File: src/hw/pie_irq_map.vh
// Constants for the low-group peripheral interrupt expander.
`ifndef PIE_IRQ_MAP_VH
`define PIE_IRQ_MAP_VH
`define PIE_NUM_SRC        17
`define PIE_CODE_W         16
`define PIE_ADCINT_CODE    16'h0004
`define PIE_CODE_T2P       16'h002b
`define PIE_CODE_T2C       16'h002c
`define PIE_CODE_T2UF      16'h002d
`define PIE_CODE_T2OF      16'h002e
`define PIE_CODE_T4P       16'h0039
`define PIE_CODE_T4C       16'h003a
`define PIE_CODE_T4UF      16'h003b
`define PIE_CODE_T4OF      16'h003c
`define PIE_CODE_SPI       16'h0005
`define PIE_CODE_SRX       16'h0006
`define PIE_CODE_STX       16'h0007
`define PIE_CODE_CANMB     16'h0040
`define PIE_CODE_CANER     16'h0041
`define PIE_CODE_XP1       16'h0001
`define PIE_CODE_XP2       16'h0011
`define PIE_CODE_NONE      16'h0000
`define PIE_VEC_LINE1      16'h0002
`define PIE_VEC_LINE3      16'h0006
`define PIE_VEC_LINE5      16'h000a
`define PIE_VEC_LINE6      16'h000c
`define PIE_LINE_NONE      2'd0
`define PIE_LINE_ONE       2'd1
`define PIE_LINE_LOW       2'd2
`endif

File: src/hw/pie_irq_low.v
// Peripheral interrupt expander for the low-priority core request lines.
// Function
// - Timer-2 requests to line three, priority 28-31.
// - Timer-4 requests to line three, priority 32-35.
// - Serial periph request to line five, 42.
// - Serial receive request to line five, 43.
// - Serial transmit request to line five, 44.
// - CAN mailbox request to line five, 45.
// - CAN error request to line five, 46.
// - External pin requests to line six, 48-49.
// - High-priority mode moves source to line one.
`timescale 1ns/1ns
`include "pie_irq_map.vh"
`default_nettype none
module pie_irq_low
#(
  parameter NUM_SRC = `PIE_NUM_SRC,
  parameter CODE_W  = `PIE_CODE_W
)
(
  input  wire                 clock_in,
  input  wire                 rst_n_in,
  input  wire [3:0]           timer_two_request_in,
  input  wire [3:0]           timer_four_request_in,
  input  wire                 serial_periph_request_in,
  input  wire                 serial_receive_request_in,
  input  wire                 serial_transmit_request_in,
  input  wire                 can_mailbox_request_in,
  input  wire                 can_error_request_in,
  input  wire                 adc_request_in,
  input  wire                 external_pin_request_one_in,
  input  wire                 external_pin_request_two_in,
  input  wire [7:0]           high_priority_mode_in,
  input  wire [3:0]           acknowledge_line_in,
  output wire [NUM_SRC-1:0]   pending_request_set_out,
  output wire                 core_line_one_out,
  output wire                 core_line_three_out,
  output wire                 core_line_five_out,
  output wire                 core_line_six_out,
  output reg  [CODE_W-1:0]    source_identification_code_out,
  output reg  [CODE_W-1:0]    core_vector_out
);
  // Every request is edge detected: a level held high raises its pending bit
  // once, and the source must drop and rise again to be counted a second time.
  // Repeat edges while a bit is still pending simply merge into it.

  // Source index order equals overall priority order while no mode bit is set; index 0 is highest.
  // 0-3 timer 2, 4-7 timer 4, 8 spi, 9 rx, 10 tx, 11 canmb, 12 caner,
  // 13 adc, 14 pin one, 15 pin two. Bit 16 is spare and never set.
  // The two pin requests arrive from the external interrupt logic, which
  // already runs on this clock, so they take no synchroniser here; a raw
  // pin wired straight to them would need one in front of this block.
  // Unused indices return the no-source code.
  function [CODE_W-1:0] src_code;
    input integer idx;
    begin
      case (idx)
        0:  src_code = `PIE_CODE_T2P;
        1:  src_code = `PIE_CODE_T2C;
        2:  src_code = `PIE_CODE_T2UF;
        3:  src_code = `PIE_CODE_T2OF;
        4:  src_code = `PIE_CODE_T4P;
        5:  src_code = `PIE_CODE_T4C;
        6:  src_code = `PIE_CODE_T4UF;
        7:  src_code = `PIE_CODE_T4OF;
        8:  src_code = `PIE_CODE_SPI;
        9:  src_code = `PIE_CODE_SRX;
        10: src_code = `PIE_CODE_STX;
        11: src_code = `PIE_CODE_CANMB;
        12: src_code = `PIE_CODE_CANER;
        13: src_code = `PIE_ADCINT_CODE;
        14: src_code = `PIE_CODE_XP1;
        15: src_code = `PIE_CODE_XP2;
        default: src_code = `PIE_CODE_NONE;
      endcase
    end
  endfunction

  // Core line selected by a source: 0 line1, 1 line3, 2 line5, 3 line6.
  // Timer sources have no mode bit and always stay on line three.
  function [1:0] src_line;
    input integer idx;
    input [7:0]   hp;
    begin
      if (idx < 8)
        src_line = 2'd1;
      else if (idx < 14)
        src_line = hp[idx-8] ? 2'd0 : 2'd2;
      else if (idx < 16)
        src_line = hp[idx-8] ? 2'd0 : 2'd3;
      else
        src_line = 2'd2;
    end
  endfunction

  // Request vector in index order; the spare top bit is tied low.
  wire [NUM_SRC-1:0] raw_req;
  assign raw_req = {1'b0, external_pin_request_two_in, external_pin_request_one_in,
                    adc_request_in, can_error_request_in, can_mailbox_request_in,
                    serial_transmit_request_in, serial_receive_request_in,
                    serial_periph_request_in, timer_four_request_in,
                    timer_two_request_in};

  // Pending state, request history and per-line winner bookkeeping.
  reg  [NUM_SRC-1:0] pend_q;
  reg  [NUM_SRC-1:0] req_d1_q;
  reg  [NUM_SRC-1:0] pend_d;
  reg  [4:0]         win_idx [0:3];
  reg  [3:0]         win_ok;
  reg  [3:0]         ack_d1_q;
  wire [NUM_SRC-1:0] rise = raw_req & ~req_d1_q;
  wire [3:0]         ack_pulse = acknowledge_line_in & ~ack_d1_q;
  integer i;
  integer l;
  wire [NUM_SRC-1:0] clr_mask [0:3];
  wire [NUM_SRC-1:0] clr_all;
  genvar             g;

  // Per-line winner: lowest index pending on each line.
  // Scanning downwards lets the lowest index overwrite any higher one.
  always @*
  begin
    for (l = 0; l < 4; l = l + 1)
    begin
      win_idx[l] = 5'd0;
      win_ok[l] = 1'b0;
    end
    for (i = NUM_SRC - 1; i >= 0; i = i - 1)
    begin
      if (pend_q[i])
      begin
        win_idx[src_line(i, high_priority_mode_in)] = i[4:0];
        win_ok[src_line(i, high_priority_mode_in)] = 1'b1;
      end
    end
  end

  // One clear mask per core line. An acknowledge edge on a line with nothing
  // pending leaves every bit alone, so a stray acknowledge is harmless.
  generate
    for (g = 0; g < 4; g = g + 1)
    begin : g_clear
      assign clr_mask[g] = (ack_pulse[g] && win_ok[g]) ?
                           ({{(NUM_SRC-1){1'b0}}, 1'b1} << win_idx[g]) :
                           {NUM_SRC{1'b0}};
    end
  endgenerate

  // Clears from all four lines merge; each line removes at most one source.
  assign clr_all = clr_mask[0] | clr_mask[1] | clr_mask[2] | clr_mask[3];

  // Pending update. A new edge in the acknowledge cycle wins over the clear,
  // so a source that fires again just as it is served is never lost.
  always @*
  begin
    pend_d = (pend_q & ~clr_all) | rise;
    pend_d[NUM_SRC-1] = 1'b0;
  end

  // State registers. The request history clears on reset, so a request that
  // is already high when reset lifts counts as a fresh edge at the first clock.
  always @(posedge clock_in or negedge rst_n_in)
  begin
    if (!rst_n_in)
    begin
      pend_q   <= {NUM_SRC{1'b0}};
      req_d1_q <= {NUM_SRC{1'b0}};
      ack_d1_q <= 4'h0;
    end
    else
    begin
      pend_q   <= pend_d;
      req_d1_q <= raw_req;
      ack_d1_q <= acknowledge_line_in;
    end
  end

  // Code and vector for the highest-priority active line, registered.
  // Registering costs one cycle after the line output rises, but the core
  // then reads a code that cannot glitch while the pending set changes.
  always @(posedge clock_in or negedge rst_n_in)
  begin
    if (!rst_n_in)
    begin
      source_identification_code_out <= `PIE_CODE_NONE;
      core_vector_out <= `PIE_CODE_NONE;
    end
    else if (win_ok[0])
    begin
      source_identification_code_out <= src_code(win_idx[0]);
      core_vector_out <= `PIE_VEC_LINE1;
    end
    else if (win_ok[1])
    begin
      source_identification_code_out <= src_code(win_idx[1]);
      core_vector_out <= `PIE_VEC_LINE3;
    end
    else if (win_ok[2])
    begin
      source_identification_code_out <= src_code(win_idx[2]);
      core_vector_out <= `PIE_VEC_LINE5;
    end
    else if (win_ok[3])
    begin
      source_identification_code_out <= src_code(win_idx[3]);
      core_vector_out <= `PIE_VEC_LINE6;
    end
    else
    begin
      source_identification_code_out <= `PIE_CODE_NONE;
      core_vector_out <= `PIE_CODE_NONE;
    end
  end

  // The line outputs are combinational so a mode change reroutes at once.
  assign pending_request_set_out = pend_q;
  assign core_line_one_out   = win_ok[0];
  assign core_line_three_out = win_ok[1];
  assign core_line_five_out  = win_ok[2];
  assign core_line_six_out   = win_ok[3];
endmodule
`default_nettype wire

File: config.mk
export PLATFORM = sky130hd
export DESIGN_NAME = pie_irq_low
export DESIGN_NICKNAME = d
export VERILOG_FILES = /design/src/hw/pie_irq_low.v
export VERILOG_INCLUDE_DIRS = /design/src /design/src/hw
export SDC_FILE = /design/constraint.sdc
export NUM_CORES = 1
export LEC_CHECK = 0
export ABC_AREA = 0
export ABC_CLOCK_PERIOD_IN_PS = 2800
export BUFFER_PORTS_ARGS = -buffer_cell sky130_fd_sc_hd__buf_2
export CORE_ASPECT_RATIO = 1.75
export CORE_MARGIN = 2
export CORE_UTILIZATION = 50
export DETAILED_ROUTE_END_ITERATION = 8
export PLACE_DENSITY = 0.84
export SLEW_MARGIN = 20
export SYNTH_ARGS = -nofsm -noshare
export SYNTH_HDL_FRONTEND = slang
export SYNTH_SLANG_ARGS = --single-unit
File: constraint.sdc
create_clock -name clock_in -period 2.8 [get_ports clock_in]
set_input_delay 0.42 -clock clock_in [delete_from_list [all_inputs] [get_ports clock_in]]
set_output_delay 0.42 -clock clock_in [all_outputs]
set_load 0.05 [all_outputs]
# Word-level counts from Yosys, hierarchy flattened
# Memory sizes are Yosys's and may differ from the RTL's.
# Cells that the tools add are included.
[word_totals]
elab_cells = 334
reg_bits = 68
memories = 4
inputBits = 30
mem_bits_ro = 448
out_inout_bits = 53
[op_classes]
n_shift = 4
reduce_logical = 36
mux = 136
bitwise = 85
order_cmp = 64
[memory_table]
columns = ["memory", "depth", "word_bits", "rd", "rd_ports_with_merged_regs", "write_ports", "line", "rtl"]
rows = [
  ["(name not given)", 16, 7, 1, 0, 0, "pie_irq_low.v:57", "case (idx)"],
  ["(name not given)", 16, 7, 1, 0, 0, "pie_irq_low.v:57", ""],
  ["(name not given)", 16, 7, 1, 0, 0, "pie_irq_low.v:57", ""],
  ["(name not given)", 16, 7, 1, 0, 0, "pie_irq_low.v:57", ""],
]
[op_table]
columns = ["operator", "n"]
rows = [
  ["two-way mux 20 bit", 15],
  ["two-way mux 16 bit", 12],
  ["demux 5 bit (select 2 bit)", 16],
  ["bitwise AND 16 bit", 6],
  ["NOT 16 bit", 6],
  ["two-way mux 4 bit", 20],
  ["two-way mux 5 bit", 16],
  ["bitwise OR 4 bit", 19],
  ["bitwise AND 12 bit", 6],
  ["NOT 12 bit", 6],
  ["bitwise OR 16 bit", 4],
  ["left shift 1 x 5 -> 16 bit (first input constant)", 4],
  ["greater-or-equal comparator 3 bit (second input constant)", 16],
  ["less-than comparator 2 x 3 -> 1 bit (second input constant)", 16],
  ["less-than comparator 3 x 1 -> 1 bit (second input constant)", 16],
  ["two-way mux 2 bit", 24],
  ["NOT 2 -> 3 bit", 16],
  ["bitwise OR 12 bit", 4],
  ["bitwise OR 8 bit", 6],
  ["logical AND 1 bit", 36],
  ["bitwise AND 8 bit", 4],
  ["demux 1 bit (select 2 bit)", 16],
  ["greater-or-equal comparator 2 x 1 -> 1 bit (second input constant)", 16],
  ["NOT 8 bit", 4],
  ["6 further kinds", 21],
]

# Longest topological paths before layout
# Gate-level depths: netlist of run 1.
[depth]
word_depth = 46
ltp_mapped = 9
mapped_depth_nobuf = 9

# Worst setup path before layout of run 1
# OpenSTA, ideal clock, no wires.
[synth_timing]
path_kind = "flip-flop to flip-flop"
start = "register pend_q[13], in the netlist pending_request_set_out[13]"
end = "register source_identification_code_out[6]"
setup_ps = 73
n_path_buf = 0
path_slack_ps = 598
stages_incl_launch_ff = 10
required_ps = 2727
synth_period_minus_slack_ps = 2202
arrival_time_ps = 2129
path_cell_list = "dfrtp_1 -> and2b_1 -> nand2_1 -> a21oi_1 -> o21a_1 -> inv_1 -> ha_1 -> or3b_1 -> a211o_1 -> a21oi_2"
[synth_via]
elab_chain_cells = 33
word_cells_on_any_way = 78
cone_classes = "36 x mux; 38 x bitwise; 4 x memory"
[synth_lines]
columns = ["element", "line", "rtl"]
rows = [
  ["from (decl)", "pie_irq_low.v:105", "reg [NUM_SRC-1:0] pend_q;"],
  ["from (signal assigned)", "pie_irq_low.v:166", "pend_q <= {NUM_SRC{1'b0}};"],
  ["from (signal assigned)", "pie_irq_low.v:172", "pend_q <= pend_d;"],
  ["two-way mux 20 bit", "pie_irq_low.v:130", "if (pend_q[i])"],
  ["bitwise AND 12 bit (no source line) or bitwise OR 8 bit (tied branches)", "n/a", ""],
  ["two-way mux 20 bit", "pie_irq_low.v:130", ""],
  ["bitwise OR 12 bit (no source line) or bitwise AND 8 bit (tied branches)", "n/a", ""],
  ["two-way mux 20 bit", "pie_irq_low.v:130", ""],
  ["bitwise OR 8 bit (no source line) or bitwise AND 12 bit (tied branches)", "n/a", ""],
  ["two-way mux 20 bit", "pie_irq_low.v:130", ""],
  ["bitwise AND 12 bit (no source line) or bitwise OR 8 bit (tied branches)", "n/a", ""],
  ["[17 not listed]", "n/a", ""],
  ["bitwise AND 20 bit (no source line)", "n/a", ""],
  ["two-way mux 20 bit", "pie_irq_low.v:130", ""],
  ["memory read (16 x 7 bit)", "n/a", ""],
  ["two-way mux 16 bit", "pie_irq_low.v:57", ""],
  ["two-way mux 16 bit", "pie_irq_low.v:203", "else if (win_ok[3])"],
  ["two-way mux 16 bit", "pie_irq_low.v:198", "else if (win_ok[2])"],
  ["two-way mux 16 bit", "pie_irq_low.v:193", "else if (win_ok[1])"],
  ["two-way mux 16 bit *", "pie_irq_low.v:188", "else if (win_ok[0])"],
  ["to (signal assigned)", "pie_irq_low.v:190", "source_identification_code_out <= src_code(win_idx[0]);"],
  ["to (signal assigned)", "pie_irq_low.v:195", "source_identification_code_out <= src_code(win_idx[1]);"],
  ["to (signal assigned)", "pie_irq_low.v:200", "source_identification_code_out <= src_code(win_idx[2]);"],
  ["to (decl)", "pie_irq_low.v:40", "output reg [CODE_W-1:0] source_identification_code_out,"],
]
# Every way passes the cells marked *; elsewhere a longest branch is shown, timed or not.

# Worst setup path in the final report of run 1
[layout_timing]
start = "register pend_q[8], in the netlist pending_request_set_out[8]"
end = "output port core_line_one_out"
[layout_via]
elab_chain_cells = 17
[layout_lines]
columns = ["element", "line", "rtl"]
rows = [
  ["two-way mux 4 bit *", "pie_irq_low.v:130", ""],
  ["bitwise OR 4 bit (no source line)", "n/a", ""],
  ["two-way mux 4 bit *", "pie_irq_low.v:130", ""],
  ["bitwise OR 4 bit (no source line)", "n/a", ""],
  ["two-way mux 4 bit *", "pie_irq_low.v:130", ""],
  ["bitwise OR 4 bit (no source line)", "n/a", ""],
  ["two-way mux 4 bit *", "pie_irq_low.v:130", ""],
  ["bitwise OR 4 bit (no source line)", "n/a", ""],
  ["two-way mux 4 bit *", "pie_irq_low.v:130", ""],
  ["bitwise OR 4 bit (no source line)", "n/a", ""],
  ["two-way mux 4 bit *", "pie_irq_low.v:130", ""],
  ["bitwise OR 4 bit (no source line)", "n/a", ""],
  ["two-way mux 4 bit *", "pie_irq_low.v:130", ""],
  ["bitwise OR 4 bit (no source line)", "n/a", ""],
  ["two-way mux 4 bit *", "pie_irq_low.v:130", ""],
  ["bitwise OR 4 bit (no source line)", "n/a", ""],
  ["two-way mux 4 bit *", "pie_irq_low.v:130", ""],
  ["to (decl)", "pie_irq_low.v:36", "output wire core_line_one_out,"],
]
# Marked as above.

==> results of run 1 <==
## critical path: stages, from the launching register on
cell     delay [ns]
dfrtp_1        0.50
a22oi_2        0.34
nand3_2        0.20
nor2_2         0.26
inv_2          0.09
buf_2          0.22
## stage by stage
| step | instance area, sq um | setup slack, ns | util (%) |
|---|---|---|---|
| detailed placement | 2701 | 0.5448 | 57.39 |
| floorplan | 2521 | 0.5977 | - |
| finish | 2791 | 0.4535 | 59.30 |
| global placement | 2701 | 0.5796 | 57.39 |
| global route | 2791 | 0.3355 | 59.30 |
| CTS | 2789 | 0.4762 | 59.25 |
## logic make-up after synthesis
logic type / Yosys count / synth area share, %
adder cells (fa/ha/maj): 12 / 6.157
other: 1 / 0.1538
multiplexers: 1 / 0.4105
AND/OR/NAND/NOR: 82 / 17.75
buffers and inverters: 51 / 11.54
AO/OA/AOI/OAI: 60 / 17.80
flip-flops: 45 / 46.18
## cell type report
cell class	instances	area, sq um	area share, %
clock buffer	6	72.57	2.600
inverter	27	101.3	3.631
multi-input combinational	178	1114	39.89
clock inverter	2	15.01	0.5379
tap	52	65.06	2.331
sequential	45	1126	40.34
timing repair buffer	59	297.8	10.67
## cell usage in the layout (no fill, tap or decap), drive strengths merged, types with 10 or more instances in the layout
cell type,Yosys,routed
a21oi,11,11
buf,24,59
conb,1,23
dfrtp,45,45
ha,12,12
inv,27,27
nand2,35,35
nand2b,10,10
nor2,13,13
o21ai,11,11
## registers in the layout, summed over array words and instances (netlist names)
| signal | flops |
|---|---|
| source_identification_code_out | 6 |
| req_d1_q | 16 |
| pending_request_set_out | 16 |
| ack_d1_q | 4 |
| core_vector_out | 3 |
## layer usage
| layer | vias up | global-route usage [%] |
|---|---|---|
| met5 | - | 0 |
| met4 | 0 | 12.02 |
| met3 | 14 | 4.394 |
| met2 | 72 | 40.70 |
| met1 | 952 | 22.36 |
| li1 | 943 | - |
## power by group
part | switching, W | leakage [nW] | total [W] | internal [W]
Clock | 0.000227 | 0.0374 | 0.000403 | 0.000176
Combinational | 0.000546 | 0.849 | 0.000748 | 0.000202
Sequential | 0.0000691 | 0.497 | 0.000786 | 0.000717
Total | 0.000842 | 1.38 | 0.00194 | 0.00110
## final timing paths
path                       slack [ns]                   startpoint  cells after the start                           endpoint
max in group asynchronous        2.31                     rst_n_in                      1                        req_d1_q[6]
hold reg to reg                  0.41                 req_d1_q[14]                      1        pending_request_set_out[14]
hold / removal                    0.1                     rst_n_in                      1  source_identification_code_out[0]
setup reg to reg                 0.61  pending_request_set_out[13]                      9  source_identification_code_out[6]
setup / recovery                 0.45   pending_request_set_out[8]                      5                  core_line_one_out
min in group clock_in            0.22       can_mailbox_request_in                      1                       req_d1_q[11]
==> results.cfg, run 1 <==
[status]
status = complete, no violations

[cts]
cts.repair.resized = 0
cts_tree = yes
path_clk_slew_ns = 0.09
hold_buffers = 0
htree_levels = 2
cts_setup_buffers = 0
clock_sinks = 45
cts_buffers = 5
cts_root_buf = clkbuf_8
worstSkewPairLatency_ns = 0.31
clock_path_buffers = 2

[sta]
skew_ns = 0.01096
fin_crit_ns = 2.346
max-slew-margin-rel_pct = 56.15
finalSetupTns_ns = 0
setup_viol = 0
tightest_slew_ns = 0.6521
hold_violations = 0
fmax_mhz = 426.2
rsz0062_at_grt = no
hold_ws_ns = 0.09855
slew_viol_final = 0
fin_crit_sh_pct = 83.80

[worst_setup_path]
crit_fanout = 6
cp-end-kind = output port
arrival_ns = 1.93
cp.required_ns = 2.38
startpoint_type = flop
criticalPathCategory = flop to output port

[grt]
grt_pass1_vias = 1911
grt.total_usage_pct = 21.77
grt_max_degree = 46
grt-ovfl-total = 0
grt_antenna_before_repair = 0
grt_pass1_wl_um = 8873

[die]
dieWidth_um = 56.79
num_rows = 33
pin_count = 83
start_util_pct = 51.81
die_y_um = 96.39
die_area_sq_um = 5474
design.core.area_sq_um = 4707

[yosys]
yosysTopAreaCell = dfrtp_1
synth_ff_type = dfrtp_1
synth_area_sq_um = 2439
synthDistinctLibCells = 45
seq_area_frac_synth_pct = 46.18
avgSynthCellArea_sq_um = 9.677
synthCells = 252
synth_warnings = 0
yosysMostFrequentCell = dfrtp_1
yosys_register_bits = 45
async_reset_ff_share_pct = 100.0
yosysTopAreaCellShare_pct = 46.18
synthTopCellsByArea = dfrtp_1 46%, buf_4 7.4%, ha_1 6.2%
synth_common_cells = 45 x dfrtp_1, 35 x nand2_1, 26 x inv_1
synth_edf_count = 0

[drt]
wl_per_cell_um = 15.42
route.top_layer_used = met4
drt-initial-drc-count = 56
wl_met1_um = 2124
drt_wl_total_um = 5690
vias = 1981
drc = 0
drt-vias-per-instance = 5.369
wl_met2_um = 3084
drtAntennaViolNets = 0
first_pass_iters = 4
wl_met3_um = 302

[place]
dp_hpwl_um = 4424
dp_cells = 361
portBuffers = 59
gp_congestion = 0.8933

[cells_and_area]
area_growth_pct = 14.47
instances_no_fill = 369
diodes = 0
nets = 358
fillers = 431
drive_gt1_share_pct = 24.29

[job]
max-cap-violations = 0

[power]
p_leak_nw = 1.384
ir_drop_mv = 0.5563
p_per_area_nw_per_um2 = 693.9
power.total_w = 0.001937

[worst_hold_path]
hp-class = primary input to async pin
Note: power is estimated with default switching activity, not from simulation.
==> run 2: changes to the inputs <==
Settings changed: ABC_CLOCK_PERIOD_IN_PS 2800 to 2220.
Clock period 2.8 ns to 2.22 ns, I/O delays scaled along.
==> run 2 against run 1 <==
  * Worst setup slack lost 0.36 ns
  * Cell count grew 3.0%
  * First-iteration DRC count grew 36%
  * Core utilization grew 1.9 points
  * Die area is the same
  * Global-route usage grew 0.43 points
  * Critical path depth grew 1
  * Non-clock buffer count grew 11
  * Sequential share of layout area shrank 1.2 points
  * Sequential power grew 26%
  * Register-to-register slack lost 0.48 ns
  * Critical endpoint is now core_line_five_out
==> results.cfg, run 2 (synthesis gave the netlist of run 1 again) <==
[cts]
hold_buffers = 0
path_clk_slew_ns = 0.08
clock_path_buffers = 2
cts_root_buf = clkbuf_8
cts_buffers = 5
cts_tree = yes
htree_levels = 2
clock_sinks = 45
worstSkewPairLatency_ns = 0.30

[sta]
max-slew-margin-rel_pct = 60.68
finalSetupTns_ns = 0
tightest_slew_ns = 0.5848
fmax_mhz = 469.6
rsz0062_at_grt = no
slew_viol_final = 0
fin_crit_sh_pct = 95.92
skew_ns = 0.004004
setup_viol = 0
hold_violations = 0
fin_crit_ns = 2.129

[status]
status = complete, no violations

[place]
portBuffers = 59
dp_hpwl_um = 4595
gp_congestion = 0.9001

[drt]
wl_met2_um = 3099
drt-initial-drc-count = 76
first_pass_iters = 4
wl_met3_um = 338
drtAntennaViolNets = 0
drc = 0
drt_wl_total_um = 5858
drt-vias-per-instance = 5.437
vias = 2066
wl_met1_um = 2198
wl_per_cell_um = 15.42
route.top_layer_used = met4

[grt]
grt-ovfl-total = 0
grt_pass1_wl_um = 9156
grt_antenna_before_repair = 0
grt_max_degree = 28
grt_pass1_vias = 1980
grt.total_usage_pct = 22.20

[job]
max-cap-violations = 0

[worst_setup_path]
rr_worst_depth = 9
startpoint_type = flop
cp-endpoint = core_line_five_out
cp.required_ns = 1.89
cp-end-kind = output port
crit_fanout = 8
startpoint = pending_request_set_out[10]
r2r_start = pending_request_set_out[13]
r2r_setup_slack_ns = 0.13
arrival_ns = 1.80
criticalPathCategory = flop to output port
timing.rr.end = source_identification_code_out[0]

[cells_and_area]
final_cell_mix = 59 x buf_2, 44 x dfrtp_1, 35 x nand2_1, 26 x inv_1, 23 x conb_1
multiInputGateArea_sq_um = 1121
drive_gt1_share_pct = 27.74
seqCellArea_sq_um = 1127
diodes = 0
layout_commonest_cell = buf_2
area_growth_pct = 18.06
nets = 369
fillers = 423

[die]
pin_count = 83
die_y_um = 96.39
dieWidth_um = 56.79
start_util_pct = 51.81
die_area_sq_um = 5474
num_rows = 33
design.core.area_sq_um = 4707

[power]
p_per_area_nw_per_um2 = 856.7
ir_drop_mv = 0.5125
power.total_w = 0.002466
p_leak_nw = 1.443

[worst_hold_path]
hp-class = primary input to async pin
[run 2: cell types whose count changed in the layout (fill, tap and decap cells not counted)]
cell | before | now
dfrtp_2 | 0 | 1
nor2_2 | 1 | 0
nor2b_1 | 4 | 3
buf_4 | 1 | 11
nor2_4 | 0 | 1
dfrtp_1 | 45 | 44
clkbuf_1 | 1 | 0
clkinv_2 | 0 | 2
nor2b_2 | 0 | 1
clkinvlp_4 | 2 | 1
buf_2 | 58 | 59
[run 2: worst min path at each step]
stage,cells after the start,endpoint,slack [ns]
2_1_floorplan,0,ack_d1_q[0],0.04
3_3_place_gp,1,pending_request_set_out[14],0.36
3_5_place_dp,1,req_d1_q[14],0.37
4_1_cts,1,req_d1_q[14],0.04
5_1_grt,1,req_d1_q[13],0.08
6_report,1,pending_request_set_out[14],0.02
[run 2: per-stage QoR]
| step | hold slack (ns) | instances | setup slack, ns | instance area, sq um | utilization (%) |
|---|---|---|---|---|---|
| floorplan | 0.03741 | 274 | 0.01772 | 2521 | - |
| global placement | 0.3631 | 370 | 0.1490 | 2769 | 58.83 |
| detailed placement | 0.3680 | 370 | 0.1393 | 2769 | 58.83 |
| CTS | 0.04190 | 378 | 0.04128 | 2855 | 60.66 |
| global route | 0.07703 | 380 | 0.003407 | 2879 | 61.16 |
| finish | 0.01919 | 380 | 0.09056 | 2879 | 61.16 |
[run 2: report_power, final]
group          total [W]  switching [W]  leakage, nW  internal, W
sequential      0.000987      0.0000818        0.497     0.000905
clock           0.000495       0.000278       0.0439     0.000217
combinational   0.000985       0.000703        0.903     0.000282
[run 2: routing by layer]
layer / vias up / global-route usage [%]
li1: 970 / -
met1: 988 / 23.85
met2: 86 / 40.41
met3: 22 / 4.794
met4: 0 / 11.63
met5: - / 0
[run 2: worst max-delay path, cell delays in order, from the launching register on]
cell and delay (ns):
dfrtp_1 0.45, or2b_2 0.36, nand4_4 0.17, nor3_1 0.07, buf_4 0.15, inv_1 0.04
buf_2 0.25
[run 2: layout make-up]
type	instances	area share [%]
well taps	52	2.260
flip-flops and latches	45	39.16
clock buffers	5	2.390
clock inverters	3	0.6084
repair buffers	70	13.12
inverters	27	3.520
multi-input cells	178	38.94
[run 2: repair_timing]
action                     CTS  global route
gates resized for setup      0             3
setup endpoints to repair    0             3
setup buffers                0             2
